### src/shared/peu_pkg.sv
// Package of constants and types for the port edge interrupt unit
`default_nettype none

package peu_pkg;

    // ------------------------------------------------------------
    // Geometry
    // ------------------------------------------------------------
    localparam int PINS_PER_PORT = 8;

    // ------------------------------------------------------------
    // APB register byte offsets
    // ------------------------------------------------------------
    localparam logic [7:0] OFF_MODE_LO = 8'h00;
    localparam logic [7:0] OFF_MODE_HI = 8'h04;
    localparam logic [7:0] OFF_STATUS = 8'h08;
    localparam logic [7:0] OFF_MASK = 8'h0c;
    localparam logic [7:0] OFF_INCFG = 8'h10;
    localparam logic [7:0] OFF_SIOCFG = 8'h14;
    localparam logic [7:0] OFF_STATE = 8'h18;

    // ------------------------------------------------------------
    // Edge detection modes, two bits per pin
    // ------------------------------------------------------------
    localparam logic [1:0] EDGE_NONE = 2'h0;
    localparam logic [1:0] EDGE_RISE = 2'h1;
    localparam logic [1:0] EDGE_FALL = 2'h2;
    localparam logic [1:0] EDGE_BOTH = 2'h3;

    // ------------------------------------------------------------
    // Field positions
    // ------------------------------------------------------------
    localparam int INCFG_LVTTL_BIT = 0;
    localparam int INCFG_BUFOFF_LSB = 8;
    localparam int SIO_REGOUT_LSB = 0;
    localparam int SIO_THR_LSB = 8;
    localparam int SIO_THR_W = 2;

    // Special pin pair high-level input threshold selections
    localparam logic [1:0] THR_HALF_SUPPLY = 2'h0;
    localparam logic [1:0] THR_FOURTENTHS_SUPPLY = 2'h1;
    localparam logic [1:0] THR_HALF_REF = 2'h2;
    localparam logic [1:0] THR_FULL_REF = 2'h3;

    // Drive modes a pad may request; resistive ones are gated
    localparam logic [2:0] DRIVE_PULL_UP = 3'h2;
    localparam logic [2:0] DRIVE_PULL_DOWN = 3'h3;
    localparam logic [2:0] DRIVE_PULL_BOTH = 3'h6;
    localparam logic [2:0] DRIVE_STRONG = 3'h4;

    // ------------------------------------------------------------
    // Reset values
    // ------------------------------------------------------------
    localparam logic [31:0] RST_ZERO = 32'h0000_0000;

    typedef struct packed {
        logic lvttlSel;
        logic [7:0] bufDisable;
        logic [7:0] regOutSel;
        logic [7:0] refThr;
    } peu_padcfg_t;

endpackage

`default_nettype wire

### src/design/peu_edge_detect.sv
// Per-pin synchroniser and configurable edge detector
`timescale 1ns/1ps
`default_nettype none

module peu_edge_detect #(
    parameter int WIDTH = 8
) (
    // Clock and reset
    input wire logic clk,
    input wire logic resetn,
    input wire logic ce,
    // Pins and configuration
    input wire logic [WIDTH-1:0] pinIn,
    input wire logic [WIDTH-1:0] bufDisable,
    input wire logic [2*WIDTH-1:0] edgeMode,
    // Results
    output logic [WIDTH-1:0] pinLevel,
    output logic [WIDTH-1:0] edgeHit
);

    logic [WIDTH-1:0] syncA;
    logic [WIDTH-1:0] syncB;
    logic [WIDTH-1:0] prevLevel;

    // ------------------------------------------------------------
    // Two-stage synchroniser, then one history stage
    // ------------------------------------------------------------
    always_ff @(posedge clk) begin
        if (!resetn) begin
            syncA <= '0;
            syncB <= '0;
            prevLevel <= '0;
        end else if (ce) begin
            syncA <= pinIn;
            syncB <= syncA;
            prevLevel <= syncB;
        end
    end

    // Disabled input buffer reads as low; no edges reach the detector
    assign pinLevel = syncB & ~bufDisable;

    genvar i;
    generate
        for (i = 0; i < WIDTH; i++) begin : gPin
            logic rise;
            logic fall;
            logic [1:0] mode;
            assign mode = edgeMode[2*i +: 2];
            assign rise = pinLevel[i] & ~prevLevel[i] & ~bufDisable[i];
            assign fall = ~pinLevel[i] & prevLevel[i] & ~bufDisable[i];
            // Edge only, never level: a held pin fires once
            always_comb begin
                case (mode)
                    peu_pkg::EDGE_RISE: edgeHit[i] = rise;
                    peu_pkg::EDGE_FALL: edgeHit[i] = fall;
                    peu_pkg::EDGE_BOTH: edgeHit[i] = rise | fall;
                    default: edgeHit[i] = 1'b0;
                endcase
            end
        end
    endgenerate

endmodule // peu_edge_detect

`default_nettype wire

### src/design/peu_port_unit.sv
// Port edge interrupt unit: APB registers, status latching, pad config
//
// Summary of operation
// - Eight pins form one port with its own interrupt request line.
// - Each pin selects rising, falling, both edges or no detection.
// - A matching edge sets the pin status bit and raises the request.
// - A per-pin status register tells software which pin fired.
// - Detection runs on the always-on clock, independent of sleep state; this design stops detection while ce is low.
// - Only edges are detected; no level-sensitive interrupt mode exists.
// - Port-wide input threshold select, CMOS by default, LVTTL optional.
// - Any pin input buffer can be disabled whatever its drive mode.
// - Each special pin selects supply-level or regulated high output.
// - Regulated output mode blocks resistive pull-up and pull-down drive.
// - Special pins pair up sharing one four-way input threshold reference.
//
// The APB register port and the register offsets are this design's own decisions.
`timescale 1ns/1ps
`default_nettype none

module peu_port_unit #(
    parameter int WIDTH = 8
) (
    // Clock, reset, enable
    input wire logic clk,
    input wire logic resetn,
    input wire logic ce,
    // APB slave
    input wire logic psel,
    input wire logic penable,
    input wire logic pwrite,
    input wire logic [7:0] paddr,
    input wire logic [31:0] pwdata,
    output logic [31:0] prdata,
    output logic pready,
    output logic pslverr,
    // Pins
    input wire logic [WIDTH-1:0] pinIn,
    input wire logic [3*WIDTH-1:0] driveReq,
    // Pad configuration
    output peu_pkg::peu_padcfg_t padCfg,
    output logic [3*WIDTH-1:0] driveOut,
    // Interrupt
    output logic portIrq,
    output logic irq
);

    typedef enum logic [1:0] {
        PEU_IDLE = 2'b01,
        PEU_DONE = 2'b10
    } peu_bus_t;

    peu_bus_t busState;
    logic [2*WIDTH-1:0] edgeMode;
    logic [WIDTH-1:0] status;
    logic [WIDTH-1:0] mask;
    logic lvttlSel;
    logic [WIDTH-1:0] bufDisable;
    logic [WIDTH-1:0] regOutSel;
    logic [WIDTH-1:0] refThr;
    logic [WIDTH-1:0] pinLevel;
    logic [WIDTH-1:0] edgeHit;
    logic access;
    logic wrEn;
    logic rdStatus;
    logic mapped;
    logic [31:0] next_prdata;

    // Decode used by both the write path and the read path
    function automatic logic hit(input logic [7:0] a, input logic [7:0] off);
        hit = (a == off);
    endfunction

    // ------------------------------------------------------------
    // Edge detection
    // ------------------------------------------------------------
    peu_edge_detect #(
        .WIDTH(WIDTH)
    ) uDetect (
        .clk(clk),
        .resetn(resetn),
        .ce(ce),
        .pinIn(pinIn),
        .bufDisable(bufDisable),
        .edgeMode(edgeMode),
        .pinLevel(pinLevel),
        .edgeHit(edgeHit)
    );

    // ------------------------------------------------------------
    // APB handshake: one wait state, answer registered
    // ------------------------------------------------------------
    assign access = psel & penable & (busState == PEU_IDLE);
    assign mapped = hit(paddr, peu_pkg::OFF_MODE_LO)
        | hit(paddr, peu_pkg::OFF_MODE_HI)
        | hit(paddr, peu_pkg::OFF_STATUS)
        | hit(paddr, peu_pkg::OFF_MASK)
        | hit(paddr, peu_pkg::OFF_INCFG)
        | hit(paddr, peu_pkg::OFF_SIOCFG)
        | hit(paddr, peu_pkg::OFF_STATE);
    assign wrEn = access & pwrite & mapped;
    assign rdStatus = access & ~pwrite & hit(paddr, peu_pkg::OFF_STATUS);

    always_ff @(posedge clk) begin
        if (!resetn) begin
            busState <= PEU_IDLE;
            pready <= 1'b0;
            pslverr <= 1'b0;
        end else if (ce) begin
            case (busState)
                PEU_IDLE: begin
                    if (access) begin
                        busState <= PEU_DONE;
                        pready <= 1'b1;
                        pslverr <= ~mapped;
                    end
                end
                PEU_DONE: begin
                    busState <= PEU_IDLE;
                    pready <= 1'b0;
                    pslverr <= 1'b0;
                end
                default: begin
                    busState <= PEU_IDLE;
                    pready <= 1'b0;
                    pslverr <= 1'b0;
                end
            endcase
        end
    end

    always_comb begin
        next_prdata = peu_pkg::RST_ZERO;
        if (hit(paddr, peu_pkg::OFF_MODE_LO)) begin
            next_prdata[WIDTH-1:0] = edgeMode[WIDTH-1:0];
        end else if (hit(paddr, peu_pkg::OFF_MODE_HI)) begin
            next_prdata[WIDTH-1:0] = edgeMode[2*WIDTH-1:WIDTH];
        end else if (hit(paddr, peu_pkg::OFF_STATUS)) begin
            next_prdata[WIDTH-1:0] = status;
        end else if (hit(paddr, peu_pkg::OFF_MASK)) begin
            next_prdata[WIDTH-1:0] = mask;
        end else if (hit(paddr, peu_pkg::OFF_INCFG)) begin
            next_prdata[peu_pkg::INCFG_LVTTL_BIT] = lvttlSel;
            next_prdata[peu_pkg::INCFG_BUFOFF_LSB +: WIDTH] = bufDisable;
        end else if (hit(paddr, peu_pkg::OFF_SIOCFG)) begin
            next_prdata[peu_pkg::SIO_REGOUT_LSB +: WIDTH] = regOutSel;
            next_prdata[peu_pkg::SIO_THR_LSB +: WIDTH] = refThr;
        end else if (hit(paddr, peu_pkg::OFF_STATE)) begin
            next_prdata[WIDTH-1:0] = pinLevel;
        end
    end

    always_ff @(posedge clk) begin
        if (!resetn) begin
            prdata <= peu_pkg::RST_ZERO;
        end else if (ce) begin
            if (access && !pwrite) begin
                prdata <= next_prdata;
            end else if (busState == PEU_DONE) begin
                prdata <= peu_pkg::RST_ZERO;
            end
        end
    end

    // ------------------------------------------------------------
    // Configuration registers
    // ------------------------------------------------------------
    always_ff @(posedge clk) begin
        if (!resetn) begin
            edgeMode <= '0;
            mask <= '0;
        end else if (ce && wrEn) begin
            if (hit(paddr, peu_pkg::OFF_MODE_LO)) begin
                edgeMode[WIDTH-1:0] <= pwdata[WIDTH-1:0];
            end
            if (hit(paddr, peu_pkg::OFF_MODE_HI)) begin
                edgeMode[2*WIDTH-1:WIDTH] <= pwdata[WIDTH-1:0];
            end
            if (hit(paddr, peu_pkg::OFF_MASK)) begin
                mask <= pwdata[WIDTH-1:0];
            end
        end
    end

    always_ff @(posedge clk) begin
        if (!resetn) begin
            lvttlSel <= 1'b0;
            bufDisable <= '0;
            regOutSel <= '0;
            refThr <= '0;
        end else if (ce && wrEn) begin
            if (hit(paddr, peu_pkg::OFF_INCFG)) begin
                lvttlSel <= pwdata[peu_pkg::INCFG_LVTTL_BIT];
                bufDisable <= pwdata[peu_pkg::INCFG_BUFOFF_LSB +: WIDTH];
            end
            if (hit(paddr, peu_pkg::OFF_SIOCFG)) begin
                regOutSel <= pwdata[peu_pkg::SIO_REGOUT_LSB +: WIDTH];
                refThr <= pwdata[peu_pkg::SIO_THR_LSB +: WIDTH];
            end
        end
    end

    // ------------------------------------------------------------
    // Sticky status: cleared by a read or a write of one; set wins
    // ------------------------------------------------------------
    logic [WIDTH-1:0] clrMask;
    always_comb begin
        clrMask = '0;
        if (rdStatus) begin
            clrMask = {WIDTH{1'b1}};
        end else if (wrEn && hit(paddr, peu_pkg::OFF_STATUS)) begin
            clrMask = pwdata[WIDTH-1:0];
        end
    end

    // Status updates only while ce is high; detection halts while ce is low
    always_ff @(posedge clk) begin
        if (!resetn) begin
            status <= '0;
        end else if (ce) begin
            status <= (status & ~clrMask) | edgeHit;
        end
    end

    // ------------------------------------------------------------
    // Interrupt outputs, registered
    // ------------------------------------------------------------
    always_ff @(posedge clk) begin
        if (!resetn) begin
            portIrq <= 1'b0;
            irq <= 1'b0;
        end else if (ce) begin
            portIrq <= |((status & ~clrMask) | edgeHit);
            irq <= |(((status & ~clrMask) | edgeHit) & mask);
        end
    end

    // ------------------------------------------------------------
    // Pad configuration and drive gating
    // ------------------------------------------------------------
    // Threshold selects are one two-bit code per pin pair
    always_ff @(posedge clk) begin
        if (!resetn) begin
            padCfg <= '0;
        end else if (ce) begin
            padCfg.lvttlSel <= lvttlSel;
            padCfg.bufDisable <= bufDisable;
            padCfg.regOutSel <= regOutSel;
            padCfg.refThr <= refThr;
        end
    end

    genvar p;
    generate
        for (p = 0; p < WIDTH; p++) begin : gDrive
            logic [2:0] req;
            logic resistive;
            assign req = driveReq[3*p +: 3];
            assign resistive = (req == peu_pkg::DRIVE_PULL_UP)
                | (req == peu_pkg::DRIVE_PULL_DOWN)
                | (req == peu_pkg::DRIVE_PULL_BOTH);
            // Regulated mode falls back to strong drive
            always_ff @(posedge clk) begin
                if (!resetn) begin
                    driveOut[3*p +: 3] <= '0;
                end else if (ce) begin
                    if (regOutSel[p] && resistive) begin
                        driveOut[3*p +: 3] <= peu_pkg::DRIVE_STRONG;
                    end else begin
                        driveOut[3*p +: 3] <= req;
                    end
                end
            end
        end
    endgenerate

endmodule // peu_port_unit

`default_nettype wire

### config.mk
export PLATFORM = sky130hd
export DESIGN_NAME = peu_port_unit
export DESIGN_NICKNAME = d
export VERILOG_FILES = /design/src/shared/peu_pkg.sv /design/src/design/peu_edge_detect.sv /design/src/design/peu_port_unit.sv
export SDC_FILE = /design/constraint.sdc
export NUM_CORES = 1
export LEC_CHECK = 0
export ABC_AREA = 1
export BUFFER_PORTS_ARGS = -buffer_cell sky130_fd_sc_hd__buf_4
export CAP_MARGIN = 5
export CORE_ASPECT_RATIO = 0.7
export CORE_MARGIN = 1.5
export CORE_UTILIZATION = 26
export CTS_CLUSTER_SIZE = 14
export DETAILED_ROUTE_END_ITERATION = 12
export HOLD_SLACK_MARGIN = 0.03
export SETUP_SLACK_MARGIN = 0.2
export SLEW_MARGIN = 20
export SYNTH_ARGS = -nofsm -noshare
export SYNTH_HDL_FRONTEND = slang
export SYNTH_SLANG_ARGS = --single-unit
export TNS_END_PERCENT = 100
### constraint.sdc
create_clock -name clk -period 4.4 [get_ports clk]
set_clock_uncertainty 0.2 [all_clocks]
set_input_delay 0.44 -clock clk [delete_from_list [all_inputs] [get_ports clk]]
set_output_delay 0.44 -clock clk [all_outputs]
set_load 0.01 [all_outputs]
---- Word level (Yosys, flattened, before mapping) ----
Cells that the tools add are included.
operators by class
  equality and inequality tests ........... 57
  multiplexer cells ....................... 40
  bitwise gates (word level) .............. 100
  reductions and logical operators ........ 23
operator list
  kind                  number
  $mux W8               14
  $mux W32              2
  $eq A3 B2 Y1 const B  16
  $and A1 B1 Y1         38
  $eq A2 B2 Y1 const B  17
  $or A1 B1 Y1          30
  $not A1 Y1            26
  $and A8 B8 Y8         3
  $eq A3 B3 Y1 const B  8
  $eq A8 B5 Y1 const B  3
  $mux W3               8
  $pmux W1 S3           8
  $eq A2 B1 Y1 const B  9
  $eq A8 B4 Y1 const B  2
  $not A8 Y8            2
  $reduce_or A8 Y1      2
  $reduce_and A2 Y1     7
  $logic_and A1 B1 Y1   11
  $eq A8 B3 Y1 const B  1
  $logic_not A8 Y1      1
  $or A8 B8 Y8          1
  $mux W7               1
  $mux W1               5
  $mux W2               2
  3 further kinds       3
storage, ports and cells
  flip-flop bits (word level) ............. 168
  input bits .............................. 78
  word-level logic and storage cells ...... 249

---- Depth between registers and ports, before layout ----
Gate-level depths: netlist of run 1.
  depth after elaboration ................. 16
  gate-level depth with buffers ........... 15
  depth with buffers taken out ............ 15

---- By module ----
Synthesis of run 1 repeated with hierarchy kept, for this count alone.
unflattened totals
  cell total of the unflattened synthesis .. 913
  area, all modules ....................... 6606.3 sq um
modules (own cells, without submodules)
  module           times used  cells an instance  area each (sq um)  seq. area each (sq um)
  peu_port_unit    1           730                5474.0             2542.4
  peu_edge_detect  1           183                1132.3             480.5

---- Worst setup path after synthesis of run 1 ----
OpenSTA, ideal clock, no wires.
  kind .................................... input port to flip-flop
  from .................................... input port paddr[6]
  to ...................................... register refThr[0]
  library setup time ...................... 120 ps
  arrival ................................. 1703 ps
  slack ................................... 2377 ps
  stages on the path ...................... 11
  buffers on the path ..................... 1
  path through ............................ inv_1 -> nand2_1 -> nor2_4 -> o211ai_1 -> nand3_2 -> nand2_2 -> nor2_4 -> nand3_2 -> buf_2 -> o21ai_1 -> a21oi_1
on the way
  cells in the longest elaborated chain, start to end .. 10
  elaborated cells between the ends (all ways) .. 16
  those cells by class .................... eq/ne (6); bitwise (7); reduce/logical (3)
RTL lines
  item                                              RTL line              source
  start: declaration                                peu_port_unit.sv:31   input wire logic [7:0] paddr,
  $eq A8 B3 Y1 or $logic_not A8 Y1 (tied branches)  peu_port_unit.sv:70   hit = (a == off);
  $or A1 B1 Y1                                      peu_port_unit.sv:94   | hit(paddr, peu_pkg::OFF_MODE_HI)
  $or A1 B1 Y1                                      peu_port_unit.sv:95   | hit(paddr, peu_pkg::OFF_STATUS)
  $or A1 B1 Y1                                      peu_port_unit.sv:96   | hit(paddr, peu_pkg::OFF_MASK)
  $or A1 B1 Y1                                      peu_port_unit.sv:97   | hit(paddr, peu_pkg::OFF_INCFG)
  $or A1 B1 Y1                                      peu_port_unit.sv:98   | hit(paddr, peu_pkg::OFF_SIOCFG)
  $or A1 B1 Y1                                      peu_port_unit.sv:99   | hit(paddr, peu_pkg::OFF_STATE);
  $and A1 B1 Y1                                     peu_port_unit.sv:100  assign wrEn = access & pwrite & mapped;
  $logic_and A1 B1 Y1                               peu_port_unit.sv:190  end else if (ce && wrEn) begin
  $reduce_and A2 Y1 (no line) *                     --
  end signal: assignment                            peu_port_unit.sv:197  refThr <= pwdata[peu_pkg::SIO_THR_LSB +: WIDTH];
  end: declaration                                  peu_port_unit.sv:59   logic [WIDTH-1:0] refThr;
Mark *: on every way between the ends. The rest lies on a longest branch, timed or not.
A chain may end at the register's enable or synchronous reset.

---- Final worst setup path of run 1 ----
  from .................................... input port paddr[7]
  to ...................................... register regOutSel[7]
on the way
  cells in the longest elaborated chain, start to end .. 10
  elaborated cells between the ends (all ways) .. 16
  those cells by class .................... eq/ne (6); bitwise (7); reduce/logical (3)
RTL lines
  item                                              RTL line              source
  $eq A8 B3 Y1 or $logic_not A8 Y1 (tied branches)  peu_port_unit.sv:70
  $or A1 B1 Y1                                      peu_port_unit.sv:94
  $or A1 B1 Y1                                      peu_port_unit.sv:95
  $or A1 B1 Y1                                      peu_port_unit.sv:96
  $or A1 B1 Y1                                      peu_port_unit.sv:97
  $or A1 B1 Y1                                      peu_port_unit.sv:98
  $or A1 B1 Y1                                      peu_port_unit.sv:99
  $and A1 B1 Y1                                     peu_port_unit.sv:100
  $logic_and A1 B1 Y1                               peu_port_unit.sv:190
  $reduce_and A2 Y1 (no line) *                     --
  end signal: assignment                            peu_port_unit.sv:196  regOutSel <= pwdata[peu_pkg::SIO_REGOUT_LSB +: WIDTH];
  end: declaration                                  peu_port_unit.sv:58   logic [WIDTH-1:0] regOutSel;
Marked as above.

==> summary.txt, run 1 <==
Timing
  – WHS: 0.0400 ns
  – Headroom to the max-slew limit: 0.277
  – Fmax: 0.338 GHz
  – Final setup vio count: 0
  – Final setup TNS: 0 ns
  – Final hold violations: 0
  – Fin. max-slew vios: 0
  – Final period utilization: 0.672
  – Worst slew pin tran: 1.08 ns
  – Setup ws final: 1.44 ns
  – RSZ-0062 raised after global routing: no
  – Minimum clock period: 2.96 ns

Logic synthesis
  – Yosys cell types: 29
  – Count leader, synth: dfxtp_1
  – YS warnings: 0
  – Ranking of synthesized cells by area: dfxtp_1, a21oi_1, o21ai_0
  – FF+latch count, synth: 151
  – Leading area contributor after synthesis: dfxtp_1
  – Ys flop type: dfxtp_1
  – Post-synth top cells: dfxtp_1, a21oi_1, o21ai_0, nand2_1
  – Seq/Total Area, Yosys: 0.472
  – Share of the synthesized area in the top cell type: 0.472
  – Syn avg cell area: 7.36 um2
  – Netlist Area Pre-Place: 0.00641 mm2
  – EDFF count, synth: 0
  – Mapped Cells: 870
  – Ys async rst share: 0

Layout
  – Finished Cell Area: 0.00815 mm2
  – ANT cells: 0
  – Nets@finish: 1056
  – Layout area overhead: 27.2%
  – Core Util, Final: 0.341
  – Fraction of layout cells with a size suffix above 1: 0.188

Placed design
  – Dpl ws: 1.03 ns
  – Post-DP HPWL: 14700 um
  – Port Buffers: 130
  – GPL Wtd Cong: 0.857
  – Post-DP Area: 0.00758 mm2

Floorplan
  – I/O pin count: 163
  – Die Wd: 191 um
  – Die Y: 134 um
  – Initial Utilization: 0.268
  – Die area: 0.0256 mm2
  – Row count: 47
  – Core ar.: 0.0239 mm2

Hold path
  – Hold Crit Class: input port to register

Global route
  – Vias in the first global route: 5658
  – Pin count of the biggest net entering global routing: 114
  – GRT Util Overall: 0.164
  – First-pass GRT wire length: 32400 um
  – Initial antenna violation count: 0
  – Grt ovf: 0

Pwr
  – LEAKAGE: 3.34 nW
  – Sequential Power Share: 0.457
  – Clock share of power: 0.451
  – PwrDens: 387 mW/mm2
  – Logic pwr share: 0.092
  – Sw Pwr: 0.801 mW
  – Net Sw Frac: 0.254
  – Total internal power: 2.35 mW
  – VDD IR-drop max: 0.255 mV

Clock tree
  – CTS buffer count: 17
  – H-tree depth: 4
  – TritonCTS Sinks: 151
  – Clock buffer depth: 2
  – Clock Pin Slew Worst Setup and Hold Paths: 0.07 ns
  – CTS tree: done
  – Worst skew pair latency: 0.42 ns
  – Root buffer cell: clkbuf_16

Route
  – Post-route DRC: 0
  – DR pass1 iterations: 6
  – Post-DRT Antenna Nets: 0
  – Aggregate routed wire length: 21000 um
  – Vias/cell: 4.79
  – Vias: 6266
  – DR WL/cell: 16.1 um
  – Iteration-0 DRC Markers: 549

Job
  – Max cap viols: 0

Setup path
  – Crit Path Class: input port to register
  – Startpoint types: input port
  – Crit Path Max Fanout: 32
  – Kind of end point of the critical path: register
  – Worst Path Arrival: 3.04 ns
  – Worst EP required: 4.48 ns

Run status
  – Status: complete, no violations
==> cell type report <==
cell class / count / area [um2]
clock buffer: 20 / 467
clock inverter: 10 / 95.1
fill: 2535 / 15800
inverter: 91 / 342
multi-input combinational: 579 / 2790
sequential: 151 / 3020
tap: 318 / 398
timing repair buffer: 138 / 1040
==> per-stage QoR <==
step / cells / power, mW
after floorplan: 885 / 1.62
after global placement: 1276 / 1.75
after detailed placement: 1276 / 1.76
after CTS: 1307 / 3.17
after global routing: 1307 / 3.27
final: 1307 / 3.15
==> cell families after synthesis <==
logic type             share of synthesized area
other                                   0.000585
buffers and inverters                      0.102
AO/OA/AOI/OAI                              0.262
AND/OR/NAND/NOR                            0.164
flip-flops                                 0.472
==> layer usage <==
layer	GRT usage	up-vias	wire [um]
met3	0.0366	18	1890
met5	0	-	0
li1	-	3112	-
met4	0.0337	0	166
met2	0.231	271	8590
met1	0.251	2865	10300
==> flip-flops by register name, indices dropped and copies added, names as in the netlist <==
| register | count |
|---|---|
| padCfg | 25 |
| driveOut | 24 |
| edgeMode | 16 |
| prdata | 16 |
| bufDisable | 8 |
| mask | 8 |
| refThr | 8 |
| regOutSel | 8 |
| status | 8 |
| uDetect.prevLevel | 8 |
| uDetect.syncA | 8 |
| uDetect.syncB | 8 |
| busState | 1 |
| irq | 1 |
| lvttlSel | 1 |
| portIrq | 1 |
| pready | 1 |
| pslverr | 1 |
==> layout by cell type (no fill, tap or decap), drive strengths merged <==
| cell type | instances |
|---|---|
| o211ai | 11 |
| buf | 137 |
| nand2 | 108 |
| clkinvlp | 2 |
| a32oi | 5 |
| bufinv | 1 |
| a21oi | 147 |
| dfxtp | 151 |
| inv | 91 |
| nor4 | 3 |
| conb | 16 |
| a41oi | 1 |
| o21ai | 145 |
| nand3 | 28 |
| nor2 | 91 |
| clkbuf | 20 |
| nand4 | 9 |
| nor3 | 4 |
| o22ai | 3 |
| o221ai | 5 |
| clkinv | 7 |
| dlygate4sd3 | 1 |
| a31oi | 3 |
==> repair_timing <==
item,4_1_cts,5_1_grt
setup buffers,0,0
hold endpoints to repair,1,0
gates resized for setup,0,0
hold buffers,1,0
==> final timing paths <==
path,slack [ns],start,depth (start not counted),end
worst max-delay path,1.44,paddr[7],11,regOutSel[7]
worst min-delay path,0.04,pinIn[2],3,uDetect.syncA[2]
worst max register to register,1.57,pready,8,regOutSel[7]
worst min register to register,0.27,prdata[0],2,prdata[0]
==> power by group through the flow <==
stage	Clock [mW]	Combinational [mW]	Sequential (mW)
after floorplan	0	0.143	1.48
final	1.42	0.290	1.44
after detailed placement	0	0.287	1.47
after CTS	1.44	0.289	1.44
after global routing	1.50	0.323	1.45
after global placement	0	0.285	1.47
==> critical path: stages <==
cell	delay, ns
buf_4	0.10
inv_1	0.05
nand2_1	0.12
nor2_4	0.20
nand2_1	0.32
nand3_2	0.30
nand2_2	0.09
nor2_4	0.38
nand3_2	0.61
o21ai_0	0.36
a21oi_1	0.06
(Power assumes the default switching activity.)
==> run 2, diff against run 1 <==
==> constraint.sdc (replaced) <==
create_clock -name clk -period 2.6 [get_ports clk]
set_clock_uncertainty 0.2 [all_clocks]
set_input_delay 0.26 -clock clk [delete_from_list [all_inputs] [get_ports clk]]
set_output_delay 0.26 -clock clk [all_outputs]
set_load 0.01 [all_outputs]
==> run 2 against run 1 <==
Against the previous run:
- design area increased by 9.0%
- register-to-register slack worse by 1.1 ns
- die area is the same
- utilization is 3.1 points higher
- critical path type unchanged
- combinational power grew 100%
- sequential share of layout area decreased by 3.1 points
- non-clock buffer count is 71 higher
- via count grew 5.2%
- largest power group is now the clock network
==> summary.txt, run 2 (synthesis gave the netlist of run 1 again) <==
Setup path
  – Crit Path Max Fanout: 3 (-91%)
  – Worst path top cell family by delay: buffers and inverters
  – Levels on crit path: 8 (-3)
  – WP buf/inv: 4 (+2)
  – Kind of end point of the critical path: register
  – Crit Path Class: input port to register
  – Worst R2R End: bufDisable[7]
  – Worst path slowest cell: dlygate4sd3_1
  – Worst Path Arrival: 2.34 ns (-0.70 ns)
  – Most Frequent Cell on Critical Path: dlygate4sd3_1
  – Max stage delay on crit path: 0.56 ns (-0.05 ns)
  – Worst EP required: 2.71 ns (-1.77 ns)
  – Worst path cell trace: dlygate4sd3_1 > buf_4 > nand2_1 > nand3_1 > nand2_1 > dlygate4sd3_1 > a21oi_1 > dlygate4sd3_1
  – Reg2reg path depth: 9 (+1)
  – Startpoint types: input port
  – Worst r2r src: busState[0]
  – Reg-to-reg slack, setup: 0.49 ns (-1.08 ns)

Global route
  – Grt ovf: 0 (unchanged)
  – Vias in the first global route: 5864 (+3.6%)
  – GRT Util Overall: 0.167 (+0.00309)
  – First-pass GRT wire length: 32900 um (+1.5%)
  – Pin count of the biggest net entering global routing: 64 (-44%)
  – Initial antenna violation count: 0 (unchanged)

Timing
  – Final period utilization: 0.857
  – Minimum clock period: 2.23 ns
  – Final hold violations: 0 (unchanged)
  – Headroom to the max-slew limit: 0.593 (+0.316)
  – WHS: 0.0577 ns (+0.0178 ns)
  – Fmax: 0.449 GHz
  – Final setup vio count: 0 (unchanged)
  – Fin. max-slew vios: 0 (unchanged)
  – RSZ-0062 raised after global routing: no
  – Setup ws final: 0.372 ns (-1.07 ns)
  – Worst slew pin tran: 0.611 ns (-0.470 ns)
  – Final setup TNS: 0 ns (unchanged)

Pwr
  – LEAKAGE: 3.68 nW (+9.9%)
  – Net Sw Frac: 0.259 (+0.00521)
  – Clock share of power: 0.454 (+0.003)
  – Sequential Power Share: 0.441 (-0.016)
  – VDD IR-drop max: 0.440 mV (+72%)
  – Total internal power: 4.10 mW (+74%)
  – Logic pwr share: 0.105 (+0.013)
  – PwrDens: 622 mW/mm2 (+61%)
  – Sw Pwr: 1.43 mW (+79%)

Layout
  – Commonest non-fill, non-tap cell in the layout: dfxtp_1
  – Layout area overhead: 38.7%
  – Multi-input logic area: 0.00279 mm2 (+0.18%)
  – Largest register FFs: 25 (unchanged)
  – Most frequent cells in the layout: dfxtp_1, a21oi_1, buf_4
  – Fraction of layout cells with a size suffix above 1: 0.185 (-0.00257)
  – Layout fillers: 2508 (-1.1%)
  – FF/Latch Area: 0.00302 mm2 (unchanged)
  – Biggest regs: padCfg (25), driveOut (24)
  – ANT cells: 0 (unchanged)
  – Nets@finish: 1127 (+6.7%)
  – Largest Register: padCfg

Floorplan
  – Core ar.: 0.0239 mm2 (unchanged)
  – Die Wd: 191 um (unchanged)
  – Die Y: 134 um (unchanged)
  – Row count: 47 (unchanged)
  – Die area: 0.0256 mm2 (unchanged)
  – I/O pin count: 163 (unchanged)
  – Initial Utilization: 0.268 (unchanged)

Clock tree
  – Worst skew pair latency: 0.43 ns (about the same)
  – H-tree depth: 4 (unchanged)
  – Clock Pin Slew Worst Setup and Hold Paths: 0.06 ns (about the same)
  – CTS tree: done
  – CTS buffer count: 17 (unchanged)
  – Clock buffer depth: 2 (unchanged)
  – Root buffer cell: clkbuf_16
  – TritonCTS Sinks: 151 (unchanged)

Route
  – Vias: 6591 (+5.2%)
  – Post-route DRC: 0 (unchanged)
  – DR pass1 iterations: 5 (-1)
  – DR WL/cell: 15.8 um (-1.8%)
  – Post-DRT Antenna Nets: 0 (unchanged)
  – Vias/cell: 4.78 (-0.38%)
  – Iteration-0 DRC Markers: 490 (-11%)
  – Aggregate routed wire length: 21700 um (+3.7%)

Run status
  – Status: complete, no violations

Placed design
  – Port Buffers: 130 (unchanged)
  – Dpl ws: 0.135 ns (-0.896 ns)
  – GPL Wtd Cong: 0.893 (+4.2%)
  – Post-DP HPWL: 15100 um (+2.4%)

Hold path
  – Hold_sp: psel
  – Hold Path Depth: 6 (+3)
  – Hold Crit Class: input port to register
  – Hold Crit Endpoint: pslverr

Job
  – Max cap viols: 0 (unchanged)
run 2: cell count changes in the layout (fill, tap and decap cells not counted), sizes merged:
cell / before / now
inv: 91 / 94
bufinv: 1 / 2
clkbuf: 20 / 17
dlygate4sd3: 1 / 63
buf: 137 / 146
clkinvlp: 2 / 3
run 2: worst min-delay path, cell delays in order:
cell	delay, ns
buf_4	0.07
nand2_1	0.08
nand2_1	0.08
nand2_1	0.04
nand2_1	0.05
a21oi_1	0.05
run 2: through the flow:
stage	instance area [um2]	util	power, mW	instances
2_1_floorplan	6460	-	2.75	885
3_3_place_gp	7660	0.320	2.98	1285
3_5_place_dp	7660	0.320	2.98	1285
4_1_cts	8880	0.371	5.57	1380
5_1_grt	8890	0.371	5.74	1380
6_report	8890	0.371	5.53	1380
run 2: worst max path at each step:
stage               slack (ns)         start       endpoint
global route              0.23       penable            irq
detailed placement        0.13      paddr[6]  bufDisable[7]
finish                    0.37  driveReq[18]   driveOut[18]
CTS                       0.40       penable            irq
floorplan                 0.76      paddr[6]      refThr[0]
global placement          0.21      paddr[6]  bufDisable[7]
run 2: final cells by class:
| type | count | share of cell area |
|---|---|---|
| sequential | 151 | 0.340 |
| multi-input combinational | 579 | 0.314 |
| timing repair buffer | 209 | 0.196 |
| clock buffer | 17 | 0.0479 |
| tap | 318 | 0.0448 |
| inverter | 91 | 0.0384 |
| clock inverter | 15 | 0.0189 |
run 2: power by group through the flow:
stage	Sequential, mW	Clock (mW)	Combinational, mW
global placement	2.49	0	0.488
global route	2.45	2.66	0.636
finish	2.44	2.51	0.580
floorplan	2.50	0	0.241
detailed placement	2.49	0	0.492
CTS	2.44	2.56	0.574
run 2: repair_timing:
action / 4_1_cts / 5_1_grt
hold buffers: 63 / 0
resized for setup: 0 / 1
setup endpoints to repair: 0 / 1
endpoints found under the hold margin: 82 / 0
setup buffers: 0 / 0
run 2: layer usage:
layer / vias up / global-route usage / wire length [um]
li1: 3256 / - / -
met1: 3029 / 0.250 / 10300
met2: 294 / 0.237 / 9010
met3: 12 / 0.0455 / 2270
met4: 0 / 0.0332 / 123
met5: - / 0 / 0
